--- src/lpwu_map.svh ---
`ifndef LPWU_MAP_SVH
`define LPWU_MAP_SVH
// Register addresses
`define LPWU_ADDR_PWR_CTL 8'h87
`define LPWU_ADDR_UNLOCK 8'h8e
// Reset values and fields
`define LPWU_PWR_CTL_RST 8'h00
`define LPWU_UNLOCK_RST 8'h00
`define LPWU_PWR_CTL_RD_MASK 8'hef
`define LPWU_UNLOCK_KEY 8'h55
`define LPWU_BIT_DOZE 0
`define LPWU_BIT_SLEEP 1
// Instructions allowed to drain before the halt
`define LPWU_DRAIN_INSTR 2'd3
// Clock rate and settle times
`define LPWU_CLK_MHZ 40
`define LPWU_T_LONG_US 11000
`define LPWU_T_WDT_US 1000
`define LPWU_T_IRQ_US 500
`define LPWU_CYC_LONG (`LPWU_T_LONG_US * `LPWU_CLK_MHZ)
`define LPWU_CYC_WDT (`LPWU_T_WDT_US * `LPWU_CLK_MHZ)
`define LPWU_CYC_IRQ (`LPWU_T_IRQ_US * `LPWU_CLK_MHZ)
// Dual oscillator clock source codes
`define LPWU_SRC_DUAL_A 4'h3
`define LPWU_SRC_DUAL_B 4'h6
`define LPWU_SRC_DUAL_C 4'ha
`define LPWU_SRC_DUAL_D 4'hd
// Oscillator types
`define LPWU_OSCT_XTAL 2'h0
`define LPWU_OSCT_32K 2'h1
`define LPWU_OSCT_RC 2'h2
// Oscillator settle exponents
`define LPWU_WARM_EXP_00 17
`define LPWU_WARM_EXP_01 14
`define LPWU_WARM_EXP_10 11
`define LPWU_WARM_EXP_11 8
`define LPWU_WARM_EXP_32K 13
`define LPWU_WARM_EXP_RC 7
`endif

--- src/lpwu_pkg.sv ---
`default_nettype none
package lpwu_pkg;
	typedef enum logic [2:0] {
		LPWU_PWR,
		LPWU_OSC,
		LPWU_RUN,
		LPWU_DRAIN,
		LPWU_DOZE,
		LPWU_SLEEP
	} lpwu_state_t;

	typedef struct packed {
		lpwu_state_t st;
		logic [18:0] cnt;
		logic [17:0] osc_cnt;
		logic        use_osc;
		logic        from_rst;
		logic [7:0]  pwr_ctl;
		logic [7:0]  unlock;
		logic        armed;
		logic        clr_req;
		logic [1:0]  drain;
		logic [7:0]  rdata;
		logic        cpu_clk;
		logic        per_clk;
		logic        t3_clk;
		logic        osc_en;
		logic        wdt_run;
		logic        cpu_rst;
		logic        wake_go;
		logic        t3_auto;
	} lpwu_regs_t;
endpackage
`default_nettype wire

--- src/lpwu_ctrl.sv ---
// Notes on behaviour
// Doze stops CPU clock, peripherals keep running
// Unlock 0x55 then request bit, consecutive
// Broken sequence clears unlock or request
// Doze interrupt wake restores clock, clears bits
// Reset in suspend clears bits, restarts CPU
// Single oscillator: deep sleep stops everything
// Dual oscillator keeps Timer3 low clock; code keeps it only while SYS_CLK_IS_LF is low
// Watchdog may keep counting in deep sleep
// Both bits set: deep sleep only
// External or supply-drop interrupt wakes sleep
// Timer3 wakes sleep only on low clock
// Software adds three no-ops after request
// Bit 1 sleep, bit 0 doze
// Power settle, then oscillator settle, then run
// Settle times depend on wake cause
// Oscillator settle length from option and type
// Watchdog enable and sleep options
// Timer3 flag clear option
// Settle counter on oscillator ticks, gates closed
//
// Local design decision: the address-and-strobe port.
`include "lpwu_map.svh"
`default_nettype none
module lpwu_ctrl #(
	parameter int CYC_LONG = `LPWU_CYC_LONG,
	parameter int CYC_WDT  = `LPWU_CYC_WDT,
	parameter int CYC_IRQ  = `LPWU_CYC_IRQ
) (
	input  wire logic       CLK,
	input  wire logic       RST,
	input  wire logic       CE,
	input  wire logic [7:0] ADDR,
	input  wire logic [7:0] WDATA,
	input  wire logic       WR,
	input  wire logic       RD,
	output logic      [7:0] RDATA,
	input  wire logic       INSTR_END,
	input  wire logic       PIN_RST,
	input  wire logic       WDT_RST,
	input  wire logic       LVR_RST,
	input  wire logic       DOZE_IRQ,
	input  wire logic       EXT_IRQ,
	input  wire logic       LPD_IRQ,
	input  wire logic       T3_IRQ,
	input  wire logic       OSC_TICK,
	input  wire logic [3:0] OPT_CLK_SRC,
	input  wire logic [1:0] OPT_SETTLE,
	input  wire logic [1:0] OSC_TYPE,
	input  wire logic       SYS_CLK_IS_LF,
	input  wire logic       T3_CLK_IS_LF,
	input  wire logic       OPT_WDT_EN,
	input  wire logic       OPT_WDT_SLEEP,
	input  wire logic       OPT_T3_FLAG_CLR,
	output logic            CPU_CLK_EN,
	output logic            PERIPH_CLK_EN,
	output logic            T3_CLK_EN,
	output logic            OSC_EN,
	output logic            WDT_RUN,
	output logic            CPU_RESET,
	output logic            WAKE_GO,
	output logic            T3_FLAG_AUTO_CLR,
	output logic            DOZE_ACTIVE,
	output logic            SLEEP_ACTIVE
);

	////////////////////////////////////////////////////////////////
	// Settle loads, cut to counter width
	localparam logic [18:0] LOAD_LONG = 19'(CYC_LONG - 1);
	localparam logic [18:0] LOAD_WDT  = 19'(CYC_WDT - 1);
	localparam logic [18:0] LOAD_IRQ  = 19'(CYC_IRQ - 1);

	localparam lpwu_pkg::lpwu_regs_t REGS_RST = '{
		st:       lpwu_pkg::LPWU_PWR,
		cnt:      LOAD_LONG,
		osc_cnt:  18'h00000,
		use_osc:  1'b1,
		from_rst: 1'b1,
		pwr_ctl:  `LPWU_PWR_CTL_RST,
		unlock:   `LPWU_UNLOCK_RST,
		armed:    1'b0,
		clr_req:  1'b0,
		drain:    2'h0,
		rdata:    8'h00,
		cpu_clk:  1'b0,
		per_clk:  1'b0,
		t3_clk:   1'b0,
		osc_en:   1'b1,
		wdt_run:  1'b0,
		cpu_rst:  1'b1,
		wake_go:  1'b0,
		t3_auto:  1'b0
	};

	lpwu_pkg::lpwu_regs_t r_reg;
	lpwu_pkg::lpwu_regs_t r_next;

	////////////////////////////////////////////////////////////////
	// Oscillator settle terminal count
	logic [17:0] osc_last;

	always_comb
	begin
		osc_last = 18'(18'h00001 << `LPWU_WARM_EXP_00) - 18'h00001;
		case (OSC_TYPE)
			`LPWU_OSCT_32K:
				osc_last = 18'(18'h00001 << `LPWU_WARM_EXP_32K) - 18'h00001;
			`LPWU_OSCT_RC:
				osc_last = 18'(18'h00001 << `LPWU_WARM_EXP_RC) - 18'h00001;
			default:
			begin
				case (OPT_SETTLE)
					2'h0: osc_last = 18'(18'h00001 << `LPWU_WARM_EXP_00) - 18'h00001;
					2'h1: osc_last = 18'(18'h00001 << `LPWU_WARM_EXP_01) - 18'h00001;
					2'h2: osc_last = 18'(18'h00001 << `LPWU_WARM_EXP_10) - 18'h00001;
					default: osc_last = 18'(18'h00001 << `LPWU_WARM_EXP_11) - 18'h00001;
				endcase
			end
		endcase
	end

	////////////////////////////////////////////////////////////////
	// Clock source decode
	logic dual_src;
	logic lf_keep;
	logic wdt_on;
	logic sleep_wake;
	logic req_wr;

	always_comb
	begin
		dual_src = (OPT_CLK_SRC == `LPWU_SRC_DUAL_A) || (OPT_CLK_SRC == `LPWU_SRC_DUAL_B) ||
			(OPT_CLK_SRC == `LPWU_SRC_DUAL_C) || (OPT_CLK_SRC == `LPWU_SRC_DUAL_D);
		lf_keep = dual_src && !SYS_CLK_IS_LF;
		wdt_on = !OPT_WDT_EN;
		sleep_wake = EXT_IRQ || LPD_IRQ || (T3_IRQ && T3_CLK_IS_LF);
		req_wr = WR && (ADDR == `LPWU_ADDR_PWR_CTL) &&
			(WDATA[`LPWU_BIT_DOZE] || WDATA[`LPWU_BIT_SLEEP]);
	end

	////////////////////////////////////////////////////////////////
	// Next state
	always_comb
	begin
		logic        start;
		logic [18:0] load;
		logic        need_osc;
		logic        finish;
		r_next = r_reg;
		start = 1'b0;
		load = LOAD_LONG;
		need_osc = 1'b1;
		finish = 1'b0;
		r_next.wake_go = 1'b0;
		r_next.rdata = 8'h00;

		// Read data for the cycle after the strobe
		if (RD)
		begin
			case (ADDR)
				`LPWU_ADDR_PWR_CTL: r_next.rdata = r_reg.pwr_ctl & `LPWU_PWR_CTL_RD_MASK;
				`LPWU_ADDR_UNLOCK:  r_next.rdata = r_reg.unlock;
				default:            r_next.rdata = 8'h00;
			endcase
		end

		// Resets from pin, supply monitor and watchdog
		if (PIN_RST || LVR_RST)
		begin
			start = 1'b1;
			load = LOAD_LONG;
			need_osc = 1'b1;
		end
		else if (WDT_RST)
		begin
			start = 1'b1;
			load = LOAD_WDT;
			need_osc = (r_reg.st == lpwu_pkg::LPWU_SLEEP);
		end
		else
		begin
			case (r_reg.st)
				lpwu_pkg::LPWU_PWR:
				begin
					if (r_reg.cnt == 19'h00000)
					begin
						if (r_reg.use_osc)
						begin
							r_next.st = lpwu_pkg::LPWU_OSC;
							r_next.osc_cnt = 18'h00000;
						end
						else
						begin
							finish = 1'b1;
						end
					end
					else
					begin
						r_next.cnt = r_reg.cnt - 19'h00001;
					end
				end
				lpwu_pkg::LPWU_OSC:
				begin
					if (OSC_TICK)
					begin
						if (r_reg.osc_cnt == osc_last)
						begin
							finish = 1'b1;
						end
						else
						begin
							r_next.osc_cnt = r_reg.osc_cnt + 18'h00001;
						end
					end
				end
				lpwu_pkg::LPWU_RUN:
				begin
					// Pending clear of a request without unlock
					if (r_reg.clr_req)
					begin
						r_next.pwr_ctl[`LPWU_BIT_DOZE] = 1'b0;
						r_next.pwr_ctl[`LPWU_BIT_SLEEP] = 1'b0;
						r_next.clr_req = 1'b0;
					end
					// Unlock holds only for the next instruction
					if (r_reg.armed && INSTR_END)
					begin
						r_next.armed = 1'b0;
						if (!req_wr)
						begin
							r_next.unlock = 8'h00;
						end
					end
					if (WR && (ADDR == `LPWU_ADDR_UNLOCK))
					begin
						r_next.unlock = WDATA;
						r_next.armed = (WDATA == `LPWU_UNLOCK_KEY);
					end
					if (WR && (ADDR == `LPWU_ADDR_PWR_CTL))
					begin
						r_next.pwr_ctl = WDATA;
						if (req_wr && r_reg.armed)
						begin
							r_next.st = lpwu_pkg::LPWU_DRAIN;
							r_next.drain = 2'h0;
							r_next.armed = 1'b0;
							r_next.clr_req = 1'b0;
						end
						else if (req_wr)
						begin
							r_next.clr_req = 1'b1;
						end
						else if (r_reg.armed)
						begin
							r_next.armed = 1'b0;
							r_next.unlock = 8'h00;
						end
					end
				end
				lpwu_pkg::LPWU_DRAIN:
				begin
					// Let the trailing no-ops leave the pipe
					if (INSTR_END)
					begin
						if (r_reg.drain == `LPWU_DRAIN_INSTR - 2'h1)
						begin
							if (r_reg.pwr_ctl[`LPWU_BIT_SLEEP])
							begin
								r_next.st = lpwu_pkg::LPWU_SLEEP;
							end
							else
							begin
								r_next.st = lpwu_pkg::LPWU_DOZE;
							end
						end
						else
						begin
							r_next.drain = r_reg.drain + 2'h1;
						end
					end
				end
				lpwu_pkg::LPWU_DOZE:
				begin
					if (DOZE_IRQ || EXT_IRQ || LPD_IRQ || T3_IRQ)
					begin
						r_next.st = lpwu_pkg::LPWU_PWR;
						r_next.cnt = LOAD_IRQ;
						r_next.use_osc = 1'b0;
						r_next.from_rst = 1'b0;
					end
				end
				lpwu_pkg::LPWU_SLEEP:
				begin
					if (sleep_wake)
					begin
						r_next.st = lpwu_pkg::LPWU_PWR;
						r_next.cnt = LOAD_IRQ;
						r_next.use_osc = 1'b1;
						r_next.from_rst = 1'b0;
					end
				end
				default:
				begin
					start = 1'b1;
				end
			endcase
		end

		// Start of a reset settle sequence
		if (start)
		begin
			r_next.st = lpwu_pkg::LPWU_PWR;
			r_next.cnt = load;
			r_next.use_osc = need_osc;
			r_next.from_rst = 1'b1;
			r_next.osc_cnt = 18'h00000;
			r_next.pwr_ctl = `LPWU_PWR_CTL_RST;
			r_next.unlock = `LPWU_UNLOCK_RST;
			r_next.armed = 1'b0;
			r_next.clr_req = 1'b0;
			r_next.drain = 2'h0;
		end

		// Return to run after settling
		if (finish)
		begin
			r_next.st = lpwu_pkg::LPWU_RUN;
			r_next.unlock = 8'h00;
			r_next.pwr_ctl[`LPWU_BIT_DOZE] = 1'b0;
			r_next.pwr_ctl[`LPWU_BIT_SLEEP] = 1'b0;
			r_next.wake_go = !r_reg.from_rst;
			r_next.from_rst = 1'b0;
		end

		// CPU held in reset until a reset sequence ends
		if (start)
		begin
			r_next.cpu_rst = 1'b1;
		end
		else if (finish)
		begin
			r_next.cpu_rst = 1'b0;
		end

		// Clock gates and enables from the next state
		r_next.cpu_clk = (r_next.st == lpwu_pkg::LPWU_RUN) ||
			(r_next.st == lpwu_pkg::LPWU_DRAIN);
		r_next.per_clk = r_next.cpu_clk || (r_next.st == lpwu_pkg::LPWU_DOZE);
		r_next.t3_clk = r_next.per_clk ||
			((r_next.st == lpwu_pkg::LPWU_SLEEP) && lf_keep);
		r_next.osc_en = (r_next.st != lpwu_pkg::LPWU_SLEEP);
		r_next.wdt_run = wdt_on &&
			((r_next.st != lpwu_pkg::LPWU_SLEEP) || OPT_WDT_SLEEP);
		r_next.t3_auto = !OPT_T3_FLAG_CLR;
	end

	////////////////////////////////////////////////////////////////
	// State register, frozen while the enable is low
	always_ff @(posedge CLK or posedge RST)
	begin
		if (RST)
		begin
			r_reg <= REGS_RST;
		end
		else if (CE)
		begin
			r_reg <= r_next;
		end
	end

	////////////////////////////////////////////////////////////////
	// Outputs
	assign RDATA = r_reg.rdata;
	assign CPU_CLK_EN = r_reg.cpu_clk;
	assign PERIPH_CLK_EN = r_reg.per_clk;
	assign T3_CLK_EN = r_reg.t3_clk;
	assign OSC_EN = r_reg.osc_en;
	assign WDT_RUN = r_reg.wdt_run;
	assign CPU_RESET = r_reg.cpu_rst;
	assign WAKE_GO = r_reg.wake_go;
	assign T3_FLAG_AUTO_CLR = r_reg.t3_auto;
	assign DOZE_ACTIVE = (r_reg.st == lpwu_pkg::LPWU_DOZE);
	assign SLEEP_ACTIVE = (r_reg.st == lpwu_pkg::LPWU_SLEEP);

endmodule
`default_nettype wire

--- config.mk ---
export PLATFORM = sky130hd
export DESIGN_NAME = lpwu_ctrl
export DESIGN_NICKNAME = d
export VERILOG_FILES = /design/src/lpwu_pkg.sv /design/src/lpwu_ctrl.sv
export VERILOG_INCLUDE_DIRS = /design/src
export SDC_FILE = /design/constraint.sdc
export NUM_CORES = 1
export LEC_CHECK = 0
export BUFFER_PORTS_ARGS = -buffer_cell sky130_fd_sc_hd__buf_2
export CAP_MARGIN = 20
export CORE_ASPECT_RATIO = 1.75
export CORE_MARGIN = 3
export CORE_UTILIZATION = 45
export CTS_CLUSTER_SIZE = 16
export DETAILED_ROUTE_END_ITERATION = 10
export GPL_ROUTABILITY_DRIVEN = 0
export HOLD_SLACK_MARGIN = 0.12
export PLACE_DENSITY = 0.74
export SLEW_MARGIN = 25
export SYNTH_ARGS = -nofsm -noshare
export SYNTH_HDL_FRONTEND = slang
export SYNTH_SLANG_ARGS = --single-unit
--- constraint.sdc ---
create_clock -name CLK -period 3.4 [get_ports CLK]
set_input_delay 0.17 -clock CLK [delete_from_list [all_inputs] [get_ports CLK]]
set_output_delay 0.17 -clock CLK [all_outputs]
set_load 0.02 [all_outputs]
==> impl_metrics.tcl <==
set metrics [dict create \
    p_int_mw 1.69 \
    fin_crit_sh 0.899 \
    n_antenna_cell 0 \
    antenna_found_initial 0 \
    synth_edf_count 0 \
    crit_slowest_cell "dlygate4sd3_1" \
    critPathMaxFanout 6 \
    netlist_top_cells_count "59 x dfrtp_1, 51 x nor2_1, 48 x o21ai_0" \
    synth_warnings 0 \
    synthFlopType "dfrtp_1" \
    fin_crit_ns 3.06 \
    drt_iter0_markers 372 \
    tritoncts "built" \
    dp_hpwl_um 8280 \
    critical_path_arrival_ns 3.28 \
    path_clk_slew_ns 0.06 \
    pwr-share-comb 0.087 \
    cts_buffer_depth 2 \
    drt-total-wl_um 11600 \
    synth_top_area_cell "dfrtp_1" \
    slew_headroom 0.490 \
    layout.nets 603 \
    track_usage 0.220 \
    first_global_vias 4112 \
    die_w_um 81.2 \
    cts.sinks 77 \
    endpoint_kind "flop" \
    hold_path.class "in -> reg" \
    drc_errors 0 \
    skew_ns 0.00628 \
    cts_root_buf "clkbuf_16" \
    die_area_sq_um 11200 \
    crit_buf_inv 1 \
    cpPeakStageDelay_ns 0.59 \
    wl_per_cell_um 17.1 \
    gr-total-overflow 0 \
    setup-violations-final 0 \
    ios 61 \
    pwr-share-clk 0.479 \
    grt_setup_unrepaired "no" \
    finalHoldViolCount 0 \
    required_ns 3.62 \
    cts_made_buffers 9 \
    peakVddDrop_mv 0.318 \
    hold_path_startpoint "RD" \
    num_rows 47 \
    ys_async_sr_fraction 1.00 \
    p_total_mw 2.23 \
    reg2reg_from "r_reg[67]$_DFFE_PP0P_" \
    synth_area_per_cell_sq_um 9.01 \
    initial_core_util 0.467 \
    ant_nets 0 \
    startpoint "r_reg[67]$_DFFE_PP0P_" \
    fmax_ghz 0.327 \
    worst_hold_slack_ns 0.184 \
    drt_pass1_iterations 5 \
    yosysUniqueCellTypes 65 \
    dieHeight_um 138 \
    syn-num-nets 543 \
    worstMarginPinSlew_ns 0.758 \
    postCtsSetupBuffers 0 \
    seqPwrFrac 0.434 \
    nFillCells 879 \
    path_delay_family "simple AND/OR/NAND/NOR gates" \
    grt_pass1_wl_um 19200 \
    swShare 0.242 \
    htree_num_levels 3 \
    postSynthCellCount 494 \
    tns_ns 0 \
    synth_area_sq_um 4450 \
    largest_reg_flops 61 \
    design.core.area_sq_um 9530 \
    power.leakage_nw 2.31 \
    drv_slew 0 \
    status "finished clean" \
    ys_seq_area_frac 0.438 \
    portBuffers 60 \
    crit_chain "or3_4 > nand4b_4 > nor4_4 > o211ai_1 > a31oi_1 > a221oi_1 > dlygate4sd3_1" \
    insertion_delay_ns 0.34 \
    grt_max_degree 78 \
    netlist.area_leader.share 0.332 \
    powerDensity_nw_per_um2 424 \
    yosysMostFrequentCell "dfrtp_1" \
    cap_violations 0 \
    area_growth_pct 18.2 \
    synth_area_leaders "dfrtp_1 33%, dfstp_2 11%, o21ai_0 5.4%" \
    worst_setup_path_start_kind "flop" \
    drive_gt1_frac 0.204 \
    routed_via_density 6.12 \
    path_class "reg -> reg" \
    p_switching_uw 539 \
    worst-r2r-setup-slack_ns 0.34 \
    synth-seq-cells 77 \
    vias 4167 \
]
## kinds of logic (layout without fill, tap and decap cells)
kind of cell	after synthesis	in the layout	synth area share
xor gates and xnor gates	6	6	0.0118
adders and majority gates	6	6	0.0169
DFF	77	77	0.438
buffers and inverters	47	112	0.0484
AOI/OAI and AO/OA	163	163	0.246
and+or+nand+nor	194	194	0.236
muxes	1	1	0.00253
## cells in the final DEF (no fill, tap or decap), types with 8 or more instances in the layout
| master | instances |
|---|---|
| nor2_1 | 51 |
| o21ai_0 | 48 |
| nand3_1 | 19 |
| a22oi_1 | 8 |
| nand2b_1 | 9 |
| inv_1 | 16 |
| clkbuf_16 | 9 |
| dfstp_2 | 18 |
| a31oi_1 | 10 |
| buf_2 | 60 |
| dfrtp_1 | 59 |
| o31ai_1 | 10 |
| dlygate4sd3_1 | 12 |
| a22o_1 | 19 |
| nand4_1 | 10 |
| nor3_1 | 15 |
| nand2_1 | 39 |
| o2bb2ai_1 | 8 |
| a21oi_1 | 26 |
## repair_timing
item	CTS	global route
endpoints found under the hold margin	17	59
resized for setup	0	0
hold buffers	11	1
## worst reg2reg max path, cell delays in order (launching register included)
cell and delay, ns:
dfrtp_1 0.43, or3_4 0.44, nand4b_4 0.24, nor4_4 0.43, o211ai_1 0.16, a31oi_1 0.51
a221oi_1 0.14, dlygate4sd3_1 0.59
## stage by stage
| step | instance area (sq um) | std cells | setup WS, ns | util |
|---|---|---|---|---|
| after floorplan | 4450 | 494 | 1.02 | - |
| after global placement | 4800 | 653 | 0.561 | 0.504 |
| after detailed placement | 4800 | 653 | 0.493 | 0.504 |
| after CTS | 5250 | 680 | 0.391 | 0.551 |
| after global routing | 5260 | 681 | 0.244 | 0.552 |
| final | 5260 | 681 | 0.342 | 0.552 |
## final cells by class
cell class | count | area (sq um) | area share
inverters | 17 | 63.8 | 0.0121
multi-input cells | 370 | 2290 | 0.434
repair buffers | 79 | 477 | 0.0906
flip-flops and latches | 77 | 1950 | 0.371
clock buffers | 10 | 239 | 0.0454
well taps | 122 | 153 | 0.0290
clock inverters | 6 | 93.8 | 0.0178
## power groups by stage
stage / registers (mW) / clock network (mW) / logic, mW
after floorplan: 0.981 / 0 / 0.113
after global placement: 0.982 / 0 / 0.176
after detailed placement: 0.984 / 0 / 0.182
after CTS: 0.968 / 1.08 / 0.193
after global routing: 0.971 / 1.11 / 0.217
final: 0.968 / 1.07 / 0.194
## layer usage
metal | part of all wire | track usage | up-vias
met5 | 0 | 0 | -
met4 | 0.037 | 0.125 | 0
met3 | 0.045 | 0.0308 | 40
met2 | 0.53 | 0.385 | 163
met1 | 0.39 | 0.252 | 2008
li1 | - | - | 1956
## path summary, 6_finish.rpt
check	depth (start not counted)	to
worst max register to register	7	WDT_RUN$_DFFE_PP0P_
worst min-delay path	3	RDATA[4]$_DFFE_PP0P_
min in group asynchronous	4	RDATA[4]$_DFFE_PP0P_
worst max-delay path	7	WDT_RUN$_DFFE_PP0P_
max in group asynchronous	4	r_reg[44]$_DFFE_PP0P_
worst min register to register	2	r_reg[59]$_DFFE_PP1P_
No activity file was read; power rests on OpenSTA's default activity.
